===== config.mk =====
export PLATFORM = sky130hd
export DESIGN_NAME = cssw_clock_source_switch
export DESIGN_NICKNAME = d
export VERILOG_FILES = /design/src/shared/cssw_pkg.sv /design/src/logic/cssw_clock_source_switch.sv
export VERILOG_INCLUDE_DIRS = /design/src /design/src/shared
export SDC_FILE = /design/constraint.sdc
export NUM_CORES = 1
export LEC_CHECK = 0
export ABC_AREA = 1
export BUFFER_PORTS_ARGS = -buffer_cell sky130_fd_sc_hd__buf_2
export CAP_MARGIN = 20
export CORE_MARGIN = 1.5
export CORE_UTILIZATION = 44
export CTS_CLUSTER_DIAMETER = 40
export DETAILED_ROUTE_END_ITERATION = 7
export PLACE_DENSITY = 0.63
export SYNTH_ARGS = -nofsm -noshare
export SYNTH_HDL_FRONTEND = slang
export SYNTH_SLANG_ARGS = --single-unit

===== constraint.sdc =====
create_clock -name clk -period 4.2 [get_ports clk]
set_input_delay 0.63 -clock clk [delete_from_list [all_inputs] [get_ports clk]]
set_output_delay 0.63 -clock clk [all_outputs]
set_load 0.02 [all_outputs]

===== src/shared/cssw_defines.svh =====
// constants for the clock source switch: register offsets, field positions, resets
// assumes an 8-bit plain register port and a 100 MHz system clock
`ifndef CSSW_DEFINES_SVH
`define CSSW_DEFINES_SVH
// ****************************************************************
// register map
// ****************************************************************
`define CSSW_OFS_TRIM      8'h38
`define CSSW_OFS_STATUS    8'h3C
`define CSSW_OFS_OPTION    8'h40
// ****************************************************************
// fields and reset values
// ****************************************************************
`define CSSW_TRIM_RST      8'h80
`define CSSW_STAT_REQ      0
`define CSSW_STAT_ENG      1
`define CSSW_OPT_SEL_LO    0
`define CSSW_OPT_PIN_OE    2
`define CSSW_OPT_RST       8'h00
// ****************************************************************
// timing
// ****************************************************************
`define CSSW_CLK_MHZ       100
`define CSSW_INT_HALF_BASE 9'h010
`define CSSW_CONFIRM_EDGES 2'h2
`endif


===== src/shared/cssw_pkg.sv =====
// types shared by the clock source switch
// assumes the defines header is compiled alongside
package cssw_pkg;
  typedef enum logic [1:0] {
    CSSW_SEL_INT  = 2'h0,
    CSSW_SEL_EXT  = 2'h1,
    CSSW_SEL_RC   = 2'h2,
    CSSW_SEL_XTAL = 2'h3
  } cssw_sel_t;
  typedef enum {ST_INT, ST_CONFIRM, ST_ALIGN, ST_ENGAGED} cssw_state_t;
  typedef struct packed {
    logic out;
    logic oe;
  } cssw_pin_t;
endpackage


===== src/logic/cssw_clock_source_switch.sv =====
// clock source switch: internal trimmable oscillator, external sources,
// one-way glitch-free switch, trim register and clock output pin control
// assumes all inputs are synchronous to clk; the external clock is sampled
// at 100 MHz, so it must run well below 50 MHz
//
// Overview of operation
// - source clock follows the currently selected oscillator
// - half-rate clock toggles on each source clock rising edge
// - internal oscillator drives the clocks after reset until the switch engages
// - eight bit trim register; larger value lengthens internal period
// - reset loads the trim register with midpoint 0x80
// - two-bit select: internal, external clock, RC, crystal
// - external select makes input pin a clock input; crystal drives output pin
// - two external rising edges confirm activity before switching
// - clock outputs move to the external clock without glitch
// - engaged flag set first, internal oscillator stopped afterwards
// - internal oscillator returns only on reset; no automatic fallback
// - request bit read/write, reset low, ignored in monitor bypass
// - external clock mode uses input pin directly as source clock
// - crystal mode pin is inverting output; external clock mode pin is port
// - internal or RC: pin is port when enable bit low, else source clock
// - oscillator enable gates whichever oscillator is active
// - stop mode halts both generated clocks; wait mode leaves them running
`include "cssw_defines.svh"
`timescale 1ns/10ps
module cssw_clock_source_switch (
  input  wire logic              clk,
  input  wire logic              rst_n,
  input  wire logic [7:0]        reg_addr,
  input  wire logic [7:0]        reg_wdata,
  input  wire logic              reg_wr,
  input  wire logic              reg_rd,
  output logic      [7:0]        reg_rdata,
  input  wire logic              clock_input_pin,
  input  wire cssw_pkg::cssw_pin_t port_bit_four,
  output cssw_pkg::cssw_pin_t    clock_output_pin,
  output logic                   clock_input_is_clock,
  input  wire logic              oscillator_enable,
  input  wire logic              stop_mode,
  input  wire logic              monitor_bypass,
  output logic                   source_clock_out,
  output logic                   half_rate_clock_out,
  output logic                   external_engaged_flag
);
  import cssw_pkg::*;

  // ****************************************************************
  // helpers
  // ****************************************************************
  function automatic logic [8:0] half_of(input logic [7:0] trim);
    half_of = `CSSW_INT_HALF_BASE + {1'b0, trim};
  endfunction

  function automatic logic hit(input logic [7:0] a, input logic [7:0] ofs);
    hit = (a == ofs);
  endfunction

  // ****************************************************************
  // registers
  // ****************************************************************
  logic [7:0]  trim_reg;
  logic        req_reg;
  cssw_sel_t   sel_reg;
  logic        pin_oe_reg;
  logic [7:0]  rdata_reg;

  always_ff @(posedge clk) begin
    if (!rst_n) begin
      trim_reg <= `CSSW_TRIM_RST;
    end else if (reg_wr && hit(reg_addr, `CSSW_OFS_TRIM)) begin
      trim_reg <= reg_wdata;
    end
  end

  always_ff @(posedge clk) begin
    if (!rst_n) begin
      req_reg <= 1'b0;
    end else if (reg_wr && hit(reg_addr, `CSSW_OFS_STATUS) && !monitor_bypass) begin
      req_reg <= reg_wdata[`CSSW_STAT_REQ];
    end
  end

  always_ff @(posedge clk) begin
    if (!rst_n) begin
      sel_reg    <= CSSW_SEL_INT;
      pin_oe_reg <= 1'b0;
    end else if (reg_wr && hit(reg_addr, `CSSW_OFS_OPTION)) begin
      sel_reg    <= cssw_sel_t'(reg_wdata[`CSSW_OPT_SEL_LO +: 2]);
      pin_oe_reg <= reg_wdata[`CSSW_OPT_PIN_OE];
    end
  end

  // ****************************************************************
  // switch sequencer
  // ****************************************************************
  cssw_state_t state_reg;
  cssw_state_t state_next;
  logic        req_q_reg;
  logic        ext_q_reg;
  logic        ext_q2_reg;
  logic        ext_rise;
  logic [1:0]  edge_cnt_reg;
  logic        engaged_reg;
  logic        int_stop_reg;
  logic        int_lvl_reg;
  logic        go_ext;

  // request passes one more flop so counting starts from a settled level
  always_ff @(posedge clk) begin
    if (!rst_n) begin
      req_q_reg <= 1'b0;
    end else begin
      req_q_reg <= req_reg;
    end
  end

  always_ff @(posedge clk) begin
    if (!rst_n) begin
      ext_q_reg <= 1'b0;
    end else begin
      ext_q_reg <= clock_input_pin;
    end
  end

  // second sample of the pin marks the start of an external low phase
  always_ff @(posedge clk) begin
    if (!rst_n) begin
      ext_q2_reg <= 1'b0;
    end else begin
      ext_q2_reg <= ext_q_reg;
    end
  end

  assign ext_rise = clock_input_pin && !ext_q_reg;
  // switch only as the external low phase begins while the internal clock is low;
  // switching late in that phase would leave a runt low pulse on the outputs
  assign go_ext = (state_reg == ST_ALIGN) && !int_lvl_reg && ext_q2_reg && !ext_q_reg;

  always_comb begin
    state_next = state_reg;
    unique case (state_reg)
      ST_INT: begin
        if (req_q_reg && sel_reg != CSSW_SEL_INT) begin
          state_next = ST_CONFIRM;
        end
      end
      ST_CONFIRM: begin
        if (!req_q_reg) begin
          state_next = ST_INT;
        end else if (edge_cnt_reg == `CSSW_CONFIRM_EDGES) begin
          state_next = ST_ALIGN;
        end
      end
      ST_ALIGN: begin
        if (go_ext) begin
          state_next = ST_ENGAGED;
        end
      end
      ST_ENGAGED: begin
        state_next = ST_ENGAGED;
      end
    endcase
  end

  always_ff @(posedge clk) begin
    if (!rst_n) begin
      state_reg <= ST_INT;
    end else begin
      state_reg <= state_next;
    end
  end

  always_ff @(posedge clk) begin
    if (!rst_n || state_reg != ST_CONFIRM) begin
      edge_cnt_reg <= 2'h0;
    end else if (ext_rise && edge_cnt_reg != `CSSW_CONFIRM_EDGES) begin
      edge_cnt_reg <= edge_cnt_reg + 2'h1;
    end
  end

  // flag first, then the internal oscillator stops one cycle later
  always_ff @(posedge clk) begin
    if (!rst_n) begin
      engaged_reg  <= 1'b0;
      int_stop_reg <= 1'b0;
    end else begin
      engaged_reg  <= engaged_reg || go_ext;
      int_stop_reg <= engaged_reg;
    end
  end

  // ****************************************************************
  // internal oscillator model and clock outputs
  // ****************************************************************
  logic [8:0] int_cnt_reg;
  logic       run;
  logic       use_ext;
  logic       src_next;
  logic       half_reg;
  logic       src_reg;

  assign run = oscillator_enable && !stop_mode;

  always_ff @(posedge clk) begin
    if (!rst_n || int_stop_reg || !run) begin
      int_cnt_reg <= 9'h000;
      int_lvl_reg <= 1'b0;
    end else if (int_cnt_reg >= half_of(trim_reg) - 9'h001) begin
      int_cnt_reg <= 9'h000;
      int_lvl_reg <= !int_lvl_reg;
    end else begin
      int_cnt_reg <= int_cnt_reg + 9'h001;
    end
  end

  assign use_ext  = engaged_reg || go_ext;
  assign src_next = run && (use_ext ? ext_q_reg : int_lvl_reg);

  always_ff @(posedge clk) begin
    if (!rst_n) begin
      src_reg  <= 1'b0;
      half_reg <= 1'b0;
    end else begin
      src_reg <= src_next;
      if (src_next && !src_reg) begin
        half_reg <= !half_reg;
      end
    end
  end

  // ****************************************************************
  // pin control and read port
  // ****************************************************************
  cssw_pin_t pin_reg;
  logic      in_clk_reg;

  always_ff @(posedge clk) begin
    if (!rst_n) begin
      pin_reg    <= '0;
      in_clk_reg <= 1'b0;
    end else begin
      in_clk_reg <= (sel_reg != CSSW_SEL_INT);
      unique case (sel_reg)
        CSSW_SEL_XTAL: pin_reg <= cssw_pin_t'{out: !clock_input_pin, oe: 1'b1};
        CSSW_SEL_EXT:  pin_reg <= port_bit_four;
        CSSW_SEL_INT,
        CSSW_SEL_RC:   pin_reg <= pin_oe_reg ? cssw_pin_t'{out: src_next, oe: 1'b1}
                                             : port_bit_four;
      endcase
    end
  end

  always_ff @(posedge clk) begin
    if (!rst_n || !reg_rd) begin
      rdata_reg <= 8'h00;
    end else if (hit(reg_addr, `CSSW_OFS_TRIM)) begin
      rdata_reg <= trim_reg;
    end else if (hit(reg_addr, `CSSW_OFS_STATUS)) begin
      rdata_reg <= {6'h00, engaged_reg, req_reg};
    end else if (hit(reg_addr, `CSSW_OFS_OPTION)) begin
      rdata_reg <= {5'h00, pin_oe_reg, sel_reg};
    end else begin
      rdata_reg <= 8'h00;
    end
  end

  assign reg_rdata             = rdata_reg;
  assign clock_output_pin      = pin_reg;
  assign clock_input_is_clock  = in_clk_reg;
  assign source_clock_out      = src_reg;
  assign half_rate_clock_out   = half_reg;
  assign external_engaged_flag = engaged_reg;
endmodule


* Word level (Yosys, flattened, before mapping)
Index checks and enable logic that the tools add are counted.
** Word-level totals
- Register bits after elaboration :: 74
- Bits in read-only memories :: 0
- Bits in writable memories :: 0
- Input bits :: 26
- Latch bits :: 0
- Output and inout port bits :: 14
- Memories kept :: 0
** Cells by class
- Multiplexer cells :: 11
- Shift-type cells :: 0
- Bitwise operators :: 0
- Equal/unequal tests :: 16
- Reduce and logical (&&, ||, !) cells :: 34
- $lt $le $gt $ge :: 1
- Divide/modulo/power cells :: 0
- Add/sub/neg operators :: 4
- Multiply operators :: 0
** Operators by type and width (count)
- two-way mux 32 bit :: 4
- one-hot mux 32 bit (4 select lines) :: 1
- == test 32 x 2 -> 1 bit, second input constant :: 2
- == test 32 x 1 -> 1 bit, second input constant :: 1
- == test 32 x 3 -> 1 bit, second input constant :: 1
- logical NOT 32 bit :: 1
- inequality test 32 x 2 -> 1 bit, second input constant :: 1
- == test 8 x 6 -> 1 bit, second input constant :: 2
- logical AND 1 bit :: 13
- logical NOT 1 bit :: 10
- adder 5 x 8 -> 9 bit, first input constant :: 1
- adder 9 x 1 -> 9 bit, second input constant :: 1
- greater-or-equal comparator 9 bit :: 1
- subtractor 9 x 1 -> 9 bit, second input constant :: 1
- == test 8 x 7 -> 1 bit, second input constant :: 1
- two-way mux 8 bit :: 1
- == test 2 bit, second input constant :: 3
- two-way mux 3 bit :: 2
- inequality test 2 bit, second input constant :: 3
- one-hot mux 2 bit (3 select lines) :: 1
- logical OR 1 bit :: 5
- OR reduction 2 bit :: 2
- inequality test 3 bit, second input constant :: 1
- AND reduction 3 bit :: 1
- 6 further kinds :: 6

* Longest topological paths before layout
- Depth after elaboration :: 9
- Gate-level depth with buffers :: 16

* Worst setup path after synthesis
OpenSTA, ideal clock, no wires.
- Path type :: register to register
- From :: register trim_reg[0]
- To :: register int_cnt_reg[4]
- Cell stages (with the launch flop) :: 13
- Buffers on the path :: 0
- Data arrival time :: 1.883 ns
- Slack :: 2.246 ns
- Path through :: dfxtp_1 -> inv_1 -> ha_1 -> nand3_1 -> nand2_1 -> nor2_1 -> nand3_1 -> ha_1 -> nand2_1 -> inv_1 -> a21oi_1 -> nand3_2 -> a21oi_1
** On the way
- Longest elaborated chain between the ends :: 4
** Ends and longest elaborated chain
- from (decl) :: RTL line cssw_clock_source_switch.sv:61 : logic [7:0] trim_reg;
- from (signal assigned) :: RTL line cssw_clock_source_switch.sv:69 : trim_reg <= `CSSW_TRIM_RST;
- from (signal assigned) :: RTL line cssw_clock_source_switch.sv:71 : trim_reg <= reg_wdata;
- adder 5 x 8 -> 9 bit (no source line)
- subtractor 9 x 1 -> 9 bit :: RTL line cssw_clock_source_switch.sv:208 : end else if (int_cnt_reg >= half_of(trim_reg) - 9'h001) begin
- greater-or-equal comparator 9 bit :: RTL line cssw_clock_source_switch.sv:208
- OR reduction 2 bit (no source line)
- to (signal assigned) :: RTL line cssw_clock_source_switch.sv:212 : int_cnt_reg <= int_cnt_reg + 9'h001;
- to (decl) :: RTL line cssw_clock_source_switch.sv:195 : logic [8:0] int_cnt_reg;
Every way passes these cells.
A chain may end at the register's enable or synchronous reset.

* Worst setup path after layout
Same ends and word-level chain as after synthesis.

==> summary.txt <==
Global route
  – Gr usage total: 0.179
  – Largest net degree at the start of global routing: 20
  – Initial antenna violation count: 0
  – GRT Residual Overflow: 0
  – Vias in the first global route: 1671
  – First-pass GRT wire length: 7300 µm

Cells and area
  – Most frequent cells in the layout: 55 x nand2_1, 45 x inv_1, 44 x dfxtp_1, 39 x buf_2, 34 x nor2_1
  – Most common cell after layout, fill and taps aside: nand2_1
  – Layout cells sized above 1: 0.188
  – N_diodes: 0
  – Post-route cell area: 2510 µm²
  – Non-filler cells, final: 397
  – Area used by multi-input combinational logic: 1080 µm²
  – # fillers: 490
  – Max reg flops: 9
  – Nets: 367
  – Storage element area: 881 µm²
  – Layout area overhead: 16.4%

Floorplanning
  – Die W: 73.1 µm
  – Initial core utilization: 0.457
  – CORE AREA: 4720 µm²
  – Die area: 5340 µm²
  – Chip Height: 73.1 µm
  – FP Rows: 25
  – Num ports: 40

Power
  – Switching Share: 0.234
  – Seq pwr share: 0.566
  – Total net switching power: 0.174 mW
  – Pint: 0.569 mW
  – Pleak: 1.20 nW
  – Worst VDD drop: 0.127 mV
  – Cell area power density: 296 nW/µm²
  – Combinational power share: 0.058
  – Clock power share: 0.376
  – Power consumption: 0.743 mW

Timing
  – Max Slew Vio Count: 0
  – Final min period: 2280 ps
  – Rel. slew slack: 0.776
  – Worst-Margin Slew: 336 ps
  – Fin. Hold Viols: 0
  – Period Utilization, post-route: 0.544
  – Unrepaired setup endpoints after global routing: false
  – Max frequency: 0.438 GHz
  – Setup violators final: 0
  – Fin Clk Skew: 6.59 ps
  – Setup TNS: 0 ps

Detailed routing
  – DRT Wirelength: 4220 µm
  – Routed vias: 1850
  – Avg WL per Cell: 10.6 µm
  – DR pass1 iterations: 4
  – Initial DRC Count: 83
  – Post-DR vias/cell: 4.66
  – Antenna-violating nets left: 0
  – Remaining DRCs: 0

Placement
  – Placer congestion estimate: 0.755
  – Area post-placement: 2420 µm²
  – Port Buf Inserts: 39
  – Post-DP HPWL: 3300 µm
  – Inst Count DP: 389

Clocking
  – CTS root buffer: clkbuf_8
  – CTS Buffer Depth: 2
  – Resized Gates After CTS: 0
  – Clk slew on worst S/H paths: 80 ps
  – Hold-fix buffers, CTS: 0
  – Num CTS Buffers: 5
  – Setup repair bufs after CTS: 0
  – Clk Latency, worst-skew pair: 300 ps
  – Sink Count: 44
  – CTS tree: done
  – H-tree levels: 2

Synthesis
  – Synth Flop Type: dfxtp_1
  – Synth warn: 0
  – Largest area contributor in the netlist: dfxtp_1
  – Asr flop ratio synth: 0
  – Number of synthesized flops with an enable pin: 0
  – Yosys cell types: 28
  – Synth Net Count: 324
  – Mapped cell area: 2160 µm²
  – Top cell type's share of synthesized area: 0.408
  – Leading post-synthesis cells by cell area: dfxtp_1 41%, nand2_1 9.6%, inv_1 7.8%, ha_1 6.9%, nor2_1 5.9%
  – Synth Register Bits: 44
  – Cells after Synth: 286
  – Average cell area after synthesis: 7.56 µm²
  – Register area share after synthesis: 0.408

Flow run
  – Maxcap violations: 0

Worst setup path
  – Crit path capture type: register
  – Critical path type: register to register
  – Critical Path Source: trim_reg[0]$_SDFFE_PN0P_
  – Critical path, cell by cell: inv_1 -> ha_1 -> nand3_1 -> nand2_1 -> nor2_1 -> xor2_1 -> ha_1 -> nand2_1 -> nand2_1 -> a21oi_1 -> nand3_2 -> a21oi_1
  – Worst Path Max Fanout: 9
  – WP buf/inv: 1
  – Critical path's top delay family: simple AND/OR/NAND/NOR gates
  – Cell repeated most along the worst path: nand2_1
  – Reg2reg start: trim_reg[0]$_SDFFE_PN0P_
  – Worst endpoint required time: 4430 ps
  – Critical Path AT: 2510 ps
  – Startpoint types: register
  – Crit-path slowest cell: dfxtp_1
  – Slowest cell delay on critical path: 330 ps

Min path
  – Hold wc startpoint: ext_q_reg$_SDFF_PN0_
  – Min-Delay Path Class: register to register

Status
  – Run status: finished, final reports clean
cell type report:
class | instances | area share
Clock inverter | 2 | 0.00597
Tap cell | 67 | 0.0333
Inverter | 46 | 0.0687
Clock buffer | 6 | 0.0328
Multi-Input combinational cell | 193 | 0.431
Timing Repair Buffer | 39 | 0.0776
Sequential cell | 44 | 0.350
per-stage QoR:
step	util	hold slack [ps]	worst slack, ps
after floorplan	-	417	2250
after global placement	0.512	432	2010
after detailed placement	0.512	435	1940
after CTS	0.532	447	1910
after global routing	0.532	487	1670
final	0.532	444	1920
cell usage after synthesis (all sizes together) (3+ instances only):
cell type / number
a21oi: 25
dfxtp: 44
ha: 12
inv: 46
nand2: 56
nand3: 14
nand3b: 3
nand4: 6
nor2: 37
o21ai: 23
xnor2: 3
xor2: 8
logic make-up (layout without fill, tap and decap cells):
family | after synthesis | after routing | synth area share
adder cells (fa/ha/maj) | 12 | 12 | 0.0695
flip-flops | 44 | 44 | 0.408
AND/OR/NAND/NOR | 121 | 121 | 0.266
buffers and inverters | 49 | 93 | 0.0903
AO/OA/AOI/OAI | 49 | 49 | 0.122
XOR/XNOR | 11 | 11 | 0.0446
path summary, 6_finish.rpt:
path | endpoint | slack (ps) | cells after the start
min | ext_q2_reg$_SDFF_PN0_ | 440 | 2
min reg2reg | ext_q2_reg$_SDFF_PN0_ | 440 | 2
max reg2reg | int_cnt_reg[4]$_SDFF_PP0_ | 1920 | 12
max | int_cnt_reg[4]$_SDFF_PP0_ | 1920 | 12
routing by layer:
layer / up-vias / track usage / wire length [µm]
li1: 994 / - / -
met1: 803 / 0.239 / 2130
met2: 46 / 0.272 / 1810
met3: 7 / 0.0456 / 178
met4: 0 / 0.0776 / 93
met5: - / 0 / 0
worst register-to-register path: cells and delay by family, from the launching register on:
kind	cells	cell delay (ps)
AOI/OAI and AO/OA	2	430
buffers and inverters	1	80
and+or+nand+nor	6	680
xor gates and xnor gates	1	190
DFF	1	330
adders and majority gates	2	490
power by group through the flow:
stage / combinational [mW] / clock [mW] / sequential [mW]
2_1_floorplan: 0.0212 / 0 / 0.432
4_1_cts: 0.0437 / 0.287 / 0.421
5_1_grt: 0.0495 / 0.308 / 0.421
3_3_place_gp: 0.0433 / 0 / 0.431
3_5_place_dp: 0.0435 / 0 / 0.431
6_report: 0.0433 / 0.279 / 0.421
Note: power is estimated with default switching activity, not from simulation.
